File: config.mk
export PLATFORM = sky130hd
export DESIGN_NAME = rf_misc_regs
export DESIGN_NICKNAME = d
export VERILOG_FILES = /design/src/verilog/rf_misc_pkg.sv /design/src/verilog/battery_monitor.sv /design/src/verilog/sleep_cal_counter.sv /design/src/verilog/rf_misc_regs.sv
export SDC_FILE = /design/constraint.sdc
export NUM_CORES = 1
export LEC_CHECK = 0
export ABC_AREA = 1
export BUFFER_PORTS_ARGS = -buffer_cell sky130_fd_sc_hd__buf_2
export CORE_MARGIN = 2
export CORE_UTILIZATION = 50
export DETAILED_ROUTE_END_ITERATION = 8
export GPL_ROUTABILITY_DRIVEN = 0
export PLACE_DENSITY = 0.68
export SETUP_SLACK_MARGIN = 0.02
export SYNTH_ARGS = -nofsm -noshare
export SYNTH_HDL_FRONTEND = slang
export SYNTH_SLANG_ARGS = --single-unit
File: constraint.sdc
create_clock -name MCLK_IN -period 10.9 [get_ports MCLK_IN]
set_input_delay 0.545 -clock MCLK_IN [delete_from_list [all_inputs] [get_ports MCLK_IN]]
set_output_delay 0.545 -clock MCLK_IN [all_outputs]
set_load 0.01 [all_outputs]
File: src/verilog/rf_misc_pkg.sv
// constants for the radio control, sleep calibration and battery register bank
// assumes an 8-bit register port with 12-bit addresses on a 50 MHz clock
package rf_misc_pkg;

  localparam int unsigned ADDR_W = 12;
  localparam int unsigned DATA_W = 8;

  // register offsets
  localparam logic [11:0] RECEIVE_STATUS_REG              = 12'h030;
  localparam logic [11:0] BATTERY_THRESHOLD_CONTROL       = 12'h205;
  localparam logic [11:0] FILTER_RECOVERY_BATTERY_CONTROL = 12'h206;
  localparam logic [11:0] SLEEP_CLOCK_SOURCE_CONTROL      = 12'h207;
  localparam logic [11:0] VCO_TUNING_CONTROL              = 12'h208;
  localparam logic [11:0] SLEEP_CAL_COUNT_LOW             = 12'h209;
  localparam logic [11:0] SLEEP_CAL_COUNT_MID             = 12'h20a;
  localparam logic [11:0] SLEEP_CAL_COUNT_HIGH            = 12'h20b;
  localparam logic [11:0] IRQ_STATUS                      = 12'h20c;
  localparam logic [11:0] IRQ_ENABLE                      = 12'h20d;
  localparam logic [11:0] IRQ_CLEAR                       = 12'h20e;

  // field positions
  localparam int unsigned BATTERY_LOW_FLAG_BIT    = 5;
  localparam int unsigned BATTERY_TRIP_LEVEL_LSB  = 4;
  localparam int unsigned TRANSMIT_FILTER_CTL_BIT = 7;
  localparam int unsigned FAST_WAKE_RECOVERY_BIT  = 4;
  localparam int unsigned BATTERY_MONITOR_ON_BIT  = 3;
  localparam int unsigned SLEEP_CLOCK_SOURCE_LSB  = 6;
  localparam int unsigned VCO_TUNING_BIT_POS      = 4;
  localparam int unsigned SLEEP_CAL_DONE_BIT      = 7;
  localparam int unsigned SLEEP_CAL_START_BIT     = 4;
  localparam int unsigned IRQ_CAL_DONE_BIT        = 0;
  localparam int unsigned IRQ_BATTERY_LOW_BIT     = 1;

  // writable bits; everything else is reserved and holds zero
  localparam logic [7:0] THRESHOLD_WRITE_MASK = 8'hf0;
  localparam logic [7:0] RECOVERY_WRITE_MASK  = 8'h98;
  localparam logic [7:0] SOURCE_WRITE_MASK    = 8'hc0;
  localparam logic [7:0] VCO_WRITE_MASK       = 8'h10;
  localparam logic [7:0] IRQ_WRITE_MASK       = 8'h03;

  // reset values
  localparam logic [7:0] THRESHOLD_RESET  = 8'h00;
  localparam logic [7:0] RECOVERY_RESET   = 8'h00;
  localparam logic [7:0] SOURCE_RESET     = 8'h00;
  localparam logic [7:0] VCO_RESET        = 8'h00;
  localparam logic [7:0] IRQ_ENABLE_RESET = 8'h00;

  // sleep clock source codes
  localparam logic [1:0] SOURCE_INTERNAL_100K = 2'b10;
  localparam logic [1:0] SOURCE_CRYSTAL_32K   = 2'b01;

  // timing
  localparam int unsigned CLK_PERIOD_NS     = 20;
  localparam int unsigned CAL_TICK_NS       = 50;
  localparam int unsigned CAL_PERIODS       = 16;
  localparam int unsigned CAL_COUNT_W       = 20;
  localparam int unsigned FAST_WAKE_MS      = 1;
  localparam int unsigned SLOW_WAKE_MS      = 3;
  localparam int unsigned FAST_WAKE_CYCLES  = FAST_WAKE_MS * 1000 * 1000 / CLK_PERIOD_NS;
  localparam int unsigned SLOW_WAKE_CYCLES  = SLOW_WAKE_MS * 1000 * 1000 / CLK_PERIOD_NS;

  // threshold code to trip level in millivolts, zero for undefined codes
  function automatic logic [11:0] trip_level_mv(input logic [3:0] code);
    logic [11:0] mv;
    mv = 12'h000;
    unique case (code)
      4'he: mv = 12'hdac;
      4'hd: mv = 12'hce4;
      4'hc: mv = 12'hc80;
      4'hb: mv = 12'hc1c;
      4'ha: mv = 12'haf0;
      4'h9: mv = 12'ha8c;
      4'h8: mv = 12'ha28;
      4'h7: mv = 12'h9c4;
      default: mv = 12'h000;
    endcase
    return mv;
  endfunction

endpackage

File: src/verilog/battery_monitor.sv
// battery low-voltage qualification behind an analog comparator
// assumes below_trip_in is already synchronised to clk_in
`timescale 1ns/1ns
module battery_monitor (
  input  wire logic        clk_in,
  input  wire logic        rst_n_in,
  input  wire logic        monitor_on_in,
  input  wire logic [3:0]  trip_code_in,
  input  wire logic        below_trip_in,
  output logic             low_flag_out,
  output logic [11:0]      trip_mv_out
);

  logic [11:0] next_trip_mv;
  logic        next_low_flag;

  always_comb begin
    next_trip_mv  = rf_misc_pkg::trip_level_mv(trip_code_in);
    // undefined codes give no trip level, so the flag stays quiet
    next_low_flag = monitor_on_in && (next_trip_mv != 12'h000) && below_trip_in;
  end

  always_ff @(posedge clk_in or negedge rst_n_in) begin
    if (!rst_n_in) begin
      trip_mv_out  <= 12'h000;
      low_flag_out <= 1'b0;
    end else begin
      trip_mv_out  <= next_trip_mv;
      low_flag_out <= next_low_flag;
    end
  end

endmodule

File: src/verilog/sleep_cal_counter.sv
// sleep clock calibration: counts 50 ns ticks across a number of sleep periods
// assumes sleep_edge_in is a one-cycle pulse per sleep clock period on clk_in
`timescale 1ns/1ns
module sleep_cal_counter #(
  parameter int unsigned COUNT_W = rf_misc_pkg::CAL_COUNT_W,
  parameter int unsigned PERIODS = rf_misc_pkg::CAL_PERIODS
) (
  input  wire logic               clk_in,
  input  wire logic               rst_n_in,
  input  wire logic               start_in,
  input  wire logic               sleep_edge_in,
  output logic [COUNT_W-1:0]      count_out,
  output logic                    done_out,
  output logic                    done_pulse_out
);

  typedef enum logic [1:0] {IDLE, ARM, MEASURE} cal_state_t;

  localparam logic [5:0] STEP = 6'(rf_misc_pkg::CLK_PERIOD_NS);
  localparam logic [5:0] WRAP = 6'(rf_misc_pkg::CAL_TICK_NS);

  cal_state_t         state, next_state;
  logic [5:0]         phase, next_phase;
  logic [COUNT_W-1:0] run, next_run, next_count;
  logic [4:0]         periods, next_periods;
  logic               next_done, next_done_pulse, tick;

  always_comb begin
    next_state      = state;
    next_phase      = phase + STEP;
    next_run        = run;
    next_periods    = periods;
    next_count      = count_out;
    next_done       = done_out;
    next_done_pulse = 1'b0;
    // 50 ns ticks from a 20 ns clock: exact on average, jitter of one clock
    tick            = (next_phase >= WRAP);
    if (tick) next_phase = next_phase - WRAP;
    if (start_in) begin
      next_state   = ARM;
      next_done    = 1'b0;
      next_run     = '0;
      next_periods = 5'h00;
      next_phase   = 6'h00;
    end else begin
      unique case (state)
        IDLE: next_phase = 6'h00;
        ARM: begin
          next_phase = 6'h00;
          if (sleep_edge_in) next_state = MEASURE;
        end
        MEASURE: begin
          if (tick && (run != '1)) next_run = run + 1'b1;
          if (sleep_edge_in) begin
            next_periods = periods + 5'h01;
            if (periods == 5'(PERIODS - 1)) begin
              next_state      = IDLE;
              next_count      = next_run;
              next_done       = 1'b1;
              next_done_pulse = 1'b1;
            end
          end
        end
      endcase
    end
  end

  always_ff @(posedge clk_in or negedge rst_n_in) begin
    if (!rst_n_in) begin
      state          <= IDLE;
      phase          <= 6'h00;
      run            <= '0;
      periods        <= 5'h00;
      count_out      <= '0;
      done_out       <= 1'b0;
      done_pulse_out <= 1'b0;
    end else begin
      state          <= next_state;
      phase          <= next_phase;
      run            <= next_run;
      periods        <= next_periods;
      count_out      <= next_count;
      done_out       <= next_done;
      done_pulse_out <= next_done_pulse;
    end
  end

endmodule

File: src/verilog/rf_misc_regs.sv
// radio miscellaneous control register bank with sleep calibration and battery monitor
// assumes a same-clock register master; sleep oscillators, comparator, wake request are async
//
// Function
// - threshold codes 1110..0111 pick 3.5 V..2.5 V; lower codes are undefined
// - battery low indication reads as bit 5 of receive status at 0x30
// - monitor runs only when bit 3 of 0x206 is set; resets to 0
// - fast wake bit set gives 1 ms recovery, clear gives 3 ms; resets clear
// - bits 7:6 of 0x207 pick source: 10 internal 100 kHz, 01 crystal 32 kHz
// - 20-bit count of 16 sleep periods in 50 ns ticks
// - count is read-only, resets zero, bits 7:0 at 0x209, 15:8 at 0x20A
// - measured period follows both source choice and 5-bit divisor
// - writing 1 to bit 4 of 0x20B starts calibration; bit self-clears
// - ready flag bit 7 of 0x20B on completion; count 19:16 in bits 3:0
//
// Implementation choice: the strobed register port.
`timescale 1ns/1ns
module rf_misc_regs #(
  parameter int unsigned FAST_WAKE_CYCLES = rf_misc_pkg::FAST_WAKE_CYCLES,
  parameter int unsigned SLOW_WAKE_CYCLES = rf_misc_pkg::SLOW_WAKE_CYCLES
) (
  input  wire logic        MCLK_IN,
  input  wire logic        RST_N_IN,
  input  wire logic [11:0] ADDR_IN,
  input  wire logic [7:0]  WDATA_IN,
  input  wire logic        WR_IN,
  input  wire logic        RD_IN,
  output logic      [7:0]  RDATA_OUT,
  output logic             IRQ_OUT,
  input  wire logic        SLEEP_OSC_100K_IN,
  input  wire logic        SLEEP_XTAL_32K_IN,
  input  wire logic [4:0]  SLEEP_CLOCK_DIVISOR_IN,
  input  wire logic        SUPPLY_BELOW_TRIP_IN,
  input  wire logic        WAKE_REQ_IN,
  output logic      [11:0] BATTERY_TRIP_MV_OUT,
  output logic             BATTERY_MONITOR_ON_OUT,
  output logic             TRANSMIT_FILTER_CTL_OUT,
  output logic             VCO_TUNING_BIT_OUT,
  output logic      [1:0]  SLEEP_CLOCK_SOURCE_OUT,
  output logic             REF_CLOCK_READY_OUT
);

  localparam int unsigned WAKE_W = $clog2(SLOW_WAKE_CYCLES + 1);

  // reset release
  logic rst_meta, rst_n;

  always_ff @(posedge MCLK_IN or negedge RST_N_IN) begin
    if (!RST_N_IN) begin
      rst_meta <= 1'b0;
      rst_n    <= 1'b0;
    end else begin
      rst_meta <= 1'b1;
      rst_n    <= rst_meta;
    end
  end

  // two-stage synchronisers for the four async inputs
  logic [3:0] sync_meta, sync_q;

  always_ff @(posedge MCLK_IN or negedge rst_n) begin
    if (!rst_n) begin
      sync_meta <= 4'h0;
      sync_q    <= 4'h0;
    end else begin
      sync_meta <= {WAKE_REQ_IN, SUPPLY_BELOW_TRIP_IN, SLEEP_XTAL_32K_IN, SLEEP_OSC_100K_IN};
      sync_q    <= sync_meta;
    end
  end

  // register file
  logic [7:0] threshold, recovery, source, vco, irq_status, irq_enable;
  logic [7:0] next_threshold, next_recovery, next_source, next_vco;
  logic [7:0] next_irq_status, next_irq_enable, next_rdata;
  logic       next_irq, wr_hit_cal, battery_low, battery_low_seen;
  logic       cal_done, cal_done_pulse;
  logic [19:0] cal_count;
  logic [11:0] trip_mv;

  function automatic logic wr_at(input logic [11:0] a);
    return WR_IN && (ADDR_IN == a);
  endfunction

  always_comb begin
    next_threshold  = threshold;
    next_recovery   = recovery;
    next_source     = source;
    next_vco        = vco;
    next_irq_enable = irq_enable;
    next_irq_status = irq_status;
    // reserved positions are masked off on write and never become nonzero
    if (wr_at(rf_misc_pkg::BATTERY_THRESHOLD_CONTROL))
      next_threshold = WDATA_IN & rf_misc_pkg::THRESHOLD_WRITE_MASK;
    if (wr_at(rf_misc_pkg::FILTER_RECOVERY_BATTERY_CONTROL))
      next_recovery = WDATA_IN & rf_misc_pkg::RECOVERY_WRITE_MASK;
    if (wr_at(rf_misc_pkg::SLEEP_CLOCK_SOURCE_CONTROL))
      next_source = WDATA_IN & rf_misc_pkg::SOURCE_WRITE_MASK;
    if (wr_at(rf_misc_pkg::VCO_TUNING_CONTROL))
      next_vco = WDATA_IN & rf_misc_pkg::VCO_WRITE_MASK;
    if (wr_at(rf_misc_pkg::IRQ_ENABLE))
      next_irq_enable = WDATA_IN & rf_misc_pkg::IRQ_WRITE_MASK;
    if (wr_at(rf_misc_pkg::IRQ_CLEAR))
      next_irq_status = irq_status & ~WDATA_IN;
    // set after clear so an event in the clearing cycle survives
    if (cal_done_pulse)
      next_irq_status[rf_misc_pkg::IRQ_CAL_DONE_BIT] = 1'b1;
    if (battery_low && !battery_low_seen)
      next_irq_status[rf_misc_pkg::IRQ_BATTERY_LOW_BIT] = 1'b1;
    next_irq = |(next_irq_status & next_irq_enable);
    // start bit is write-only: a write pulse, never stored
    wr_hit_cal = wr_at(rf_misc_pkg::SLEEP_CAL_COUNT_HIGH)
                 && WDATA_IN[rf_misc_pkg::SLEEP_CAL_START_BIT];
  end

  always_comb begin
    next_rdata = 8'h00;
    if (RD_IN) begin
      unique case (ADDR_IN)
        rf_misc_pkg::RECEIVE_STATUS_REG:
          next_rdata[rf_misc_pkg::BATTERY_LOW_FLAG_BIT] = battery_low;
        rf_misc_pkg::BATTERY_THRESHOLD_CONTROL:       next_rdata = threshold;
        rf_misc_pkg::FILTER_RECOVERY_BATTERY_CONTROL: next_rdata = recovery;
        rf_misc_pkg::SLEEP_CLOCK_SOURCE_CONTROL:      next_rdata = source;
        rf_misc_pkg::VCO_TUNING_CONTROL:              next_rdata = vco;
        rf_misc_pkg::SLEEP_CAL_COUNT_LOW:             next_rdata = cal_count[7:0];
        rf_misc_pkg::SLEEP_CAL_COUNT_MID:             next_rdata = cal_count[15:8];
        rf_misc_pkg::SLEEP_CAL_COUNT_HIGH: begin
          next_rdata[3:0] = cal_count[19:16];
          next_rdata[rf_misc_pkg::SLEEP_CAL_DONE_BIT] = cal_done;
        end
        rf_misc_pkg::IRQ_STATUS: next_rdata = irq_status;
        rf_misc_pkg::IRQ_ENABLE: next_rdata = irq_enable;
        default: next_rdata = 8'h00;
      endcase
    end
  end

  always_ff @(posedge MCLK_IN or negedge rst_n) begin
    if (!rst_n) begin
      threshold        <= rf_misc_pkg::THRESHOLD_RESET;
      recovery         <= rf_misc_pkg::RECOVERY_RESET;
      source           <= rf_misc_pkg::SOURCE_RESET;
      vco              <= rf_misc_pkg::VCO_RESET;
      irq_enable       <= rf_misc_pkg::IRQ_ENABLE_RESET;
      irq_status       <= 8'h00;
      battery_low_seen <= 1'b0;
      RDATA_OUT        <= 8'h00;
      IRQ_OUT          <= 1'b0;
    end else begin
      threshold        <= next_threshold;
      recovery         <= next_recovery;
      source           <= next_source;
      vco              <= next_vco;
      irq_enable       <= next_irq_enable;
      irq_status       <= next_irq_status;
      battery_low_seen <= battery_low;
      RDATA_OUT        <= next_rdata;
      IRQ_OUT          <= next_irq;
    end
  end

  // control outputs, one flop behind the registers; trip level two flops behind threshold
  always_ff @(posedge MCLK_IN or negedge rst_n) begin
    if (!rst_n) begin
      BATTERY_MONITOR_ON_OUT  <= 1'b0;
      TRANSMIT_FILTER_CTL_OUT <= 1'b0;
      VCO_TUNING_BIT_OUT      <= 1'b0;
      SLEEP_CLOCK_SOURCE_OUT  <= 2'b00;
      BATTERY_TRIP_MV_OUT     <= 12'h000;
    end else begin
      BATTERY_MONITOR_ON_OUT  <= recovery[rf_misc_pkg::BATTERY_MONITOR_ON_BIT];
      TRANSMIT_FILTER_CTL_OUT <= recovery[rf_misc_pkg::TRANSMIT_FILTER_CTL_BIT];
      VCO_TUNING_BIT_OUT      <= vco[rf_misc_pkg::VCO_TUNING_BIT_POS];
      SLEEP_CLOCK_SOURCE_OUT  <= source[rf_misc_pkg::SLEEP_CLOCK_SOURCE_LSB +: 2];
      BATTERY_TRIP_MV_OUT     <= trip_mv;
    end
  end

  // sleep clock: selected oscillator divided by the divisor field
  logic       src_level, src_last, src_rise, sleep_edge, next_sleep_edge;
  logic [4:0] div_cnt, next_div_cnt, div_top;

  always_comb begin
    unique case (source[rf_misc_pkg::SLEEP_CLOCK_SOURCE_LSB +: 2])
      rf_misc_pkg::SOURCE_INTERNAL_100K: src_level = sync_q[0];
      rf_misc_pkg::SOURCE_CRYSTAL_32K:   src_level = sync_q[1];
      default:                           src_level = 1'b0;
    endcase
    src_rise        = src_level && !src_last;
    // divisor 0 behaves as 1 so the sleep clock never stops
    div_top         = (SLEEP_CLOCK_DIVISOR_IN == 5'h00) ? 5'h00 : SLEEP_CLOCK_DIVISOR_IN - 5'h01;
    next_div_cnt    = div_cnt;
    next_sleep_edge = 1'b0;
    if (src_rise) begin
      if (div_cnt >= div_top) begin
        next_div_cnt    = 5'h00;
        next_sleep_edge = 1'b1;
      end else begin
        next_div_cnt = div_cnt + 5'h01;
      end
    end
  end

  always_ff @(posedge MCLK_IN or negedge rst_n) begin
    if (!rst_n) begin
      src_last   <= 1'b0;
      div_cnt    <= 5'h00;
      sleep_edge <= 1'b0;
    end else begin
      src_last   <= src_level;
      div_cnt    <= next_div_cnt;
      sleep_edge <= next_sleep_edge;
    end
  end

  sleep_cal_counter #(
    .COUNT_W (rf_misc_pkg::CAL_COUNT_W),
    .PERIODS (rf_misc_pkg::CAL_PERIODS)
  ) u_cal (
    .clk_in         (MCLK_IN),
    .rst_n_in       (rst_n),
    .start_in       (wr_hit_cal),
    .sleep_edge_in  (sleep_edge),
    .count_out      (cal_count),
    .done_out       (cal_done),
    .done_pulse_out (cal_done_pulse)
  );

  battery_monitor u_battery (
    .clk_in        (MCLK_IN),
    .rst_n_in      (rst_n),
    .monitor_on_in (recovery[rf_misc_pkg::BATTERY_MONITOR_ON_BIT]),
    .trip_code_in  (threshold[rf_misc_pkg::BATTERY_TRIP_LEVEL_LSB +: 4]),
    .below_trip_in (sync_q[2]),
    .low_flag_out  (battery_low),
    .trip_mv_out   (trip_mv)
  );

  // reference clock recovery after a wake request
  logic              wake_last, next_ready;
  logic [WAKE_W-1:0] wake_cnt, next_wake_cnt;

  always_comb begin
    next_wake_cnt = wake_cnt;
    next_ready    = REF_CLOCK_READY_OUT;
    if (sync_q[3] && !wake_last) begin
      next_ready    = 1'b0;
      next_wake_cnt = recovery[rf_misc_pkg::FAST_WAKE_RECOVERY_BIT]
                      ? WAKE_W'(FAST_WAKE_CYCLES - 1)
                      : WAKE_W'(SLOW_WAKE_CYCLES - 1);
    end else if (!REF_CLOCK_READY_OUT) begin
      if (wake_cnt == '0) next_ready = 1'b1;
      else next_wake_cnt = wake_cnt - 1'b1;
    end
  end

  always_ff @(posedge MCLK_IN or negedge rst_n) begin
    if (!rst_n) begin
      wake_last           <= 1'b0;
      wake_cnt            <= '0;
      REF_CLOCK_READY_OUT <= 1'b1;
    end else begin
      wake_last           <= sync_q[3];
      wake_cnt            <= next_wake_cnt;
      REF_CLOCK_READY_OUT <= next_ready;
    end
  end

endmodule

==> results of run 1 <==
==> through the flow <==
step,hold WS (ns),util (%),worst slack [ns],total power [uW],cell area [um^2]
after floorplan,0.249,-,6.32,833,8020
after global placement,0.328,53.6,7.35,871,8450
after detailed placement,0.332,53.6,7.25,874,8450
after CTS,0.200,57.4,7.68,1470,9060
after global routing,0.200,57.4,7.28,1530,9060
final,0.221,57.4,7.70,1450,9060
==> report_power, final <==
part / total (uW) / internal [uW] / switching [uW]
combinational: 243 / 68.9 / 174
sequential: 621 / 595 / 26.0
clock: 587 / 351 / 236
total: 1450 / 1020 / 436
==> flip-flops by register name, indices dropped and copies added (netlist names), 2 cells and up <==
| register | flops |
|---|---|
| source | 2 |
| u_cal.state | 2 |
| sync_q | 4 |
| irq_enable | 8 |
| u_cal.periods | 5 |
| sync_meta | 4 |
| RDATA_OUT | 8 |
| SLEEP_CLOCK_SOURCE_OUT | 2 |
| u_cal.run | 20 |
| u_cal.count_out | 20 |
| div_cnt | 5 |
| u_battery.trip_mv_out | 10 |
| recovery | 3 |
| threshold | 4 |
| u_cal.phase | 5 |
| wake_cnt | 18 |
| BATTERY_TRIP_MV_OUT | 10 |
| irq_status | 8 |
==> synthesized netlist by cell type <==
library cell / number
o21ai_1: 12
o21ai_0: 48
o21ai_2: 2
nor2_1: 106
o221ai_1: 1
nor3_1: 9
dfstp_2: 1
buf_4: 3
and3_1: 1
o211ai_1: 1
dfrtp_1: 152
ha_1: 26
nand2_1: 340
xnor2_1: 11
nand3b_1: 8
xor2_1: 17
buf_8: 1
inv_4: 1
nor2_4: 2
conb_1: 2
nand4_2: 1
o31ai_1: 1
a21oi_1: 12
buf_2: 7
buf_6: 4
nand2_8: 1
o21a_1: 1
o22ai_1: 2
nor2_2: 4
nand4_1: 17
nand3_1: 90
inv_1: 122
nor2_8: 1
nand2_4: 1
nor3b_1: 1
clkbuf_1: 7
nand2_2: 18
a31oi_1: 1
==> cell families (layout without fill, tap and decap cells) <==
group / after synthesis / after routing / share of synthesized area, %
DFF: 153 / 153 / 47.8
xor gates and xnor gates: 28 / 28 / 3.06
other: 2 / 3 / 0.0937
adders and majority gates: 26 / 26 / 4.06
and+or+nand+nor: 600 / 600 / 32.1
AOI/OAI and AO/OA: 81 / 81 / 5.34
buffers and inverters: 145 / 215 / 7.58
==> layout make-up <==
cell class                 instances  area (um^2)
clock inverter                    12          138
multi-input combinational        738         3580
inverter                         123          464
timing repair buffer              60          310
clock buffer                      20          457
fill                            1480         6710
tap                              216          270
sequential                       153         3830
==> routing by layer <==
metal  up-vias  wire length, um
li1       3358                -
met3        27              855
met4         0              362
met1      3089             7890
met5         -                0
met2       134             8270
==> path summary, 6_finish.rpt <==
check	from	endpoint	cells past startpoint
min in group asynchronous	rst_n$_DFF_PN0_	sync_meta[2]$_DFF_PN0_	0
max reg2reg	u_cal.state[0]$_DFFE_PN0P_	u_cal.count_out[6]$_DFFE_PN0P_	8
min reg2reg	rst_n$_DFF_PN0_	sync_meta[2]$_DFF_PN0_	0
max	ADDR_IN[7]	u_cal.count_out[6]$_DFFE_PN0P_	9
min	SLEEP_XTAL_32K_IN	sync_meta[1]$_DFF_PN0_	1
max in group asynchronous	rst_n$_DFF_PN0_	u_cal.run[3]$_DFFE_PN0N_	1
==> metrics, run 1 <==
setup tns final 0 ns; share of cells above drive strength 1 11.1%; Hold WC Path Type in -> reg; final wirelength 17.4 mm; Avg WL per Cell 13.1 um; register area share after synthesis ~48%; # resized after CTS 0; Slew @ Worst Pin 1.05 ns; ANT nets after route 0; CP max FO 27; vias in the first global route 6,199; Crit Path Class in -> reg; Hold Vio Cnt, Final 0; CP Launch Type primary input; initial antenna violation count 0; crit end category register; input/output buffers 57; WP data required 11.19 ns; Layout Skew ~0.011 ns; TritonCTS Buffers 17; most frequent cells in the layout nand2_1 (340), dfrtp_1 (151), inv_1 (122), nor2_1 (106), nand3_1 (90); Buf/Inv on CP 2; n_diodes 0; CTS H-Tree Depth 4; Synthesis Warnings 0; met2 usage between 30% and 40%; vias per cell 5.00; commonest non-fill, non-tap cell in the layout nand2_1; Clk Latency, worst-skew pair 0.43 ns; most frequent CP cell nand2_1; Crit path arrival time 3.49 ns; Max-slew headroom 29.7%; period utilisation layout 29.3%; Max-Cap Viols 0; power per cell area 160 nW/um^2; Final setup viols 0; CTS tree done; RSZ-0062 raised after global routing false; max incr delay on CP 0.74 ns; Slowest cell on crit path nand2_1; Peak Freq 313 MHz; peak supply drop 0.128 mV; # IOs 60; first-pass GRT wire length 29.1 mm; top cells by area, synth dfrtp_1 (47%), nand2_1 (16%), inv_1 (5.7%); via count 6,608; Starting Density between 50% and 60%; Setup Buffers After CTS 0; core area 15,800 um^2; Nets ~1,200; max-slew violation count 0; 1st-pass router iterations 7; cell count after synthesis 1,035; Yosys top cell area share a little under half; dpl hpwl roughly 13 mm; Post-CTS Hold Buffers 1; Yosys reg bits 153; cell family with most CP delay simple AND/OR/NAND/NOR gates; outcome finished clean; static leakage 0.00481 uW; Residual DRC 0; Syn Area/Cell 7.75 um^2; Die X-Extent 131 um; Die Y-Extent about 130 um; row cnt between 40 and 50; met1 global-route usage 28.2%; post-synthesis cell type count 38; clock buffer depth 2; CP Cell Sequence buf_2 > nor2_1 > nand2_2 > nor2_8 > nand4_2 > nand2_1 > inv_1 > nand2_1 > o21ai_1; Layout area overhead 13.0%; met3 Use GR under 10%; FF-to-FF setup slack 8.16 ns; fin cells ~1,300; largest net degree at the start of global routing 60; placed insts about 1,300; Root Buffer clkbuf_16; min cycle time layout 3.20 ns; mapped cell area 8020 um^2; die area 17,100 um^2; gr usage total 21.8%; gr busiest metal met2; largest area contributor in the netlist dfrtp_1; total grt overflow 0; drt first-iter violations 489; CTS sink cnt between 150 and 200; Clock transition at path regs 0.06 ns
Note: power is estimated with default switching activity, not from simulation.
==> run 2, diff against run 1 <==
Settings changed: ABC_AREA 1 to 0.
Clock period 10.9 ns to 3 ns, I/O delays scaled along.
==> metrics, run 2 <==
outcome finished clean; Clock transition at path regs 0.06 ns (about the same); Crit path arrival time 2.76 ns (-0.73 ns); CP Launch Type register; final wirelength 16.7 mm (-3.9%); Die X-Extent 127 um (-3.1%); max incr delay on CP 0.80 ns (+0.06 ns); largest area contributor in the netlist dfrtp_1; n_diodes 0 (unchanged); max-slew violation count 0 (unchanged); period utilisation layout 81.7%; static leakage 0.00389 uW (-19%); EDFF count, synth 0 (unchanged); Slew @ Worst Pin 0.564 ns (-0.487 ns); share of cells above drive strength 1 16.5% (+5.4 points); drt first-iter violations 321 (-34%); dpl hpwl 12.1 mm (-3.7%); Die Y-Extent 127 um (-3.1%); Regs by FF count u_cal.count_out x20, u_cal.run x20, wake_cnt x18; Slowest cell on crit path or4_1; CP Cell Sequence and4_4 > nand4b_4 > or4_1 > nand3_1 > mux2i_1 > nor2_1; Hold WC Path Type in -> async; cell count after synthesis 741 (-28%); internal power 3950 uW (+290%); first-pass GRT wire length 28.1 mm (-3.5%); Syn Area/Cell 10.1 um^2 (+31%); commonest non-fill, non-tap cell in the layout dfrtp_1; RSZ-0062 raised after global routing false; min cycle time layout ~2.5 ns; Clk Latency, worst-skew pair 0.43 ns (about the same); Final setup viols 0 (unchanged); Post-synth ARST share 100% (unchanged); CTS tree done; # resized after CTS 0 (unchanged); Avg WL per Cell 16.7 um (+27%); post-synthesis cell type count 64 (+68%); Root Buffer clkbuf_16; Layout area overhead 15.0%; power per cell area 687 nW/um^2 (+330%); 1st-pass router iterations 5 (-2); Peak Freq 408 MHz; mapped cell area 7520 um^2 (-6.2%); Sw Ratio 33.5% (+3.5 points); CP max FO 17 (-37%); gr usage total 22.0% (+0.17 points); Max-slew headroom 62.0% (+32 points); core area 14,600 um^2 (-7.5%); placed insts 955 (-26%); Residual DRC 0 (unchanged); WP data required 3.30 ns (-7.89 ns); crit end category register; fin cells 997 (-25%); register area share after synthesis 50.9% (+3.2 points); top cells by area, synth dfrtp_1 (51%), nor2_1 (4.5%), ha_1 (4.3%); sequential share of power 42.6% (-0.2 points); via count 5,700 (-14%); Yosys top cell area share 50.6% (+3.1 points); top cells by count, synth dfrtp_1 (152), nor2_1 (90), a21oi_1 (47), nand2_1 (47), xnor2_1 (33); total grt overflow 0 (unchanged); WHS 0.0334 ns (-0.188 ns); die area 16,000 um^2 (-6.0%); Comb power frac 21.6% (+4.9 points); largest net degree at the start of global routing 75 (+25%); vias per cell 5.72 (+14%); Nets 859 (-25%); vias in the first global route 5,712 (-7.9%); Layout Skew 0.00646 ns (-0.00419 ns); # IOs 60 (unchanged); input/output buffers 57 (unchanged); Area after DPL 7950 um^2 (-5.9%); row cnt 44 (-4.3%); CTS H-Tree Depth 4 (unchanged); count leader, synth dfrtp_1; initial antenna violation count 0 (unchanged); clock buffer depth 2 (unchanged); Clock power frac 35.7% (-4.8 points); CTS sink cnt 153 (unchanged); post-route cell area 8650 um^2 (-4.5%); ANT nets after route 0 (unchanged); TritonCTS Buffers 17 (unchanged); Synth Flop Type dfrtp_1; Starting Density 51.6% (+0.71 points); Synthesis Warnings 0 (unchanged); setup tns final 0 ns (unchanged); Hold Vio Cnt, Final 0 (unchanged); Max-Cap Viols 0 (unchanged); Yosys reg bits 153 (unchanged); peak supply drop 0.511 mV (+300%); Crit Path Class reg -> reg; most frequent cells in the layout dfrtp_1 (151), nor2_1 (90), buf_2 (57), nand2_1 (47), a21oi_1 (47); switching power 1990 uW (+360%)
run 2: path summary, 6_finish.rpt:
kind,cells after the start,end,slack [ns],from
worst min-delay path,2,rst_n$_DFF_PN0_,0.03,RST_N_IN
min in group MCLK_IN,2,threshold[6]$_DFFE_PN0P_,0.04,WDATA_IN[6]
worst max-delay path,6,u_cal.run[1]$_DFFE_PN0N_,0.55,u_cal.run[2]$_DFFE_PN0N_
worst min register to register,0,irq_enable[5]$_DFF_PN0_,0.32,rst_n$_DFF_PN0_
max in group asynchronous,1,REF_CLOCK_READY_OUT$_DFF_PN1_,1.78,rst_n$_DFF_PN0_
worst max register to register,6,u_cal.run[1]$_DFFE_PN0N_,0.55,u_cal.run[2]$_DFFE_PN0N_
run 2: kinds of logic after synthesis:
| kind of cell | count (synthesis) | share of synthesized area (%) |
|---|---|---|
| adders and majority gates | 26 | 4.33 |
| and+or+nand+nor | 299 | 20.8 |
| DFF | 153 | 50.9 |
| other | 2 | 0.0999 |
| muxes | 24 | 3.48 |
| AOI/OAI and AO/OA | 116 | 9.97 |
| xor gates and xnor gates | 59 | 6.87 |
| buffers and inverters | 62 | 3.51 |
run 2: power groups by stage:
stage               Sequential, uW  Combinational, uW  Clock, uW
floorplan                     2490                986          0
global placement              2540               1210          0
detailed placement            2560               1270          0
CTS                           2530               1290       2160
global route                  2570               1450       2260
finish                        2530               1280       2120
run 2: repair_timing:
item	CTS	global route
setup endpoints to repair	0	0
setup buffers	0	0
endpoints found under the hold margin	14	0
hold buffers	10	0
run 2: through the flow:
stage	util, %	total power, uW	setup slack (ns)
after floorplan	-	3470	0.465
after CTS	59.3	5980	0.576
after global routing	59.3	6280	0.393
after detailed placement	54.5	3830	0.588
final	59.3	5940	0.548
after global placement	54.5	3760	0.684
run 2: critical path: cells and delay by family (launching register included):
| family | cells | cell delay (ns) |
|---|---|---|
| DFF | 1 | 0.49 |
| muxes | 1 | 0.24 |
| and+or+nand+nor | 5 | 1.60 |
run 2: final cells by class:
class	instances	area (um^2)
fill	1200	5940
sequential	153	3830
multi-input combinational	527	3430
timing repair buffer	76	465
clock buffer	18	439
tap	184	230
clock inverter	14	154
inverter	25	93.8
run 2: routing by layer:
metal | vias up | global-route usage (%) | part of all wire, %
met5 | - | 0 | 0
met4 | 0 | 9.44 | 2.5
met3 | 32 | 4.98 | 4.4
met2 | 134 | 35.4 | 49
met1 | 2828 | 28.8 | 44
li1 | 2706 | - | -
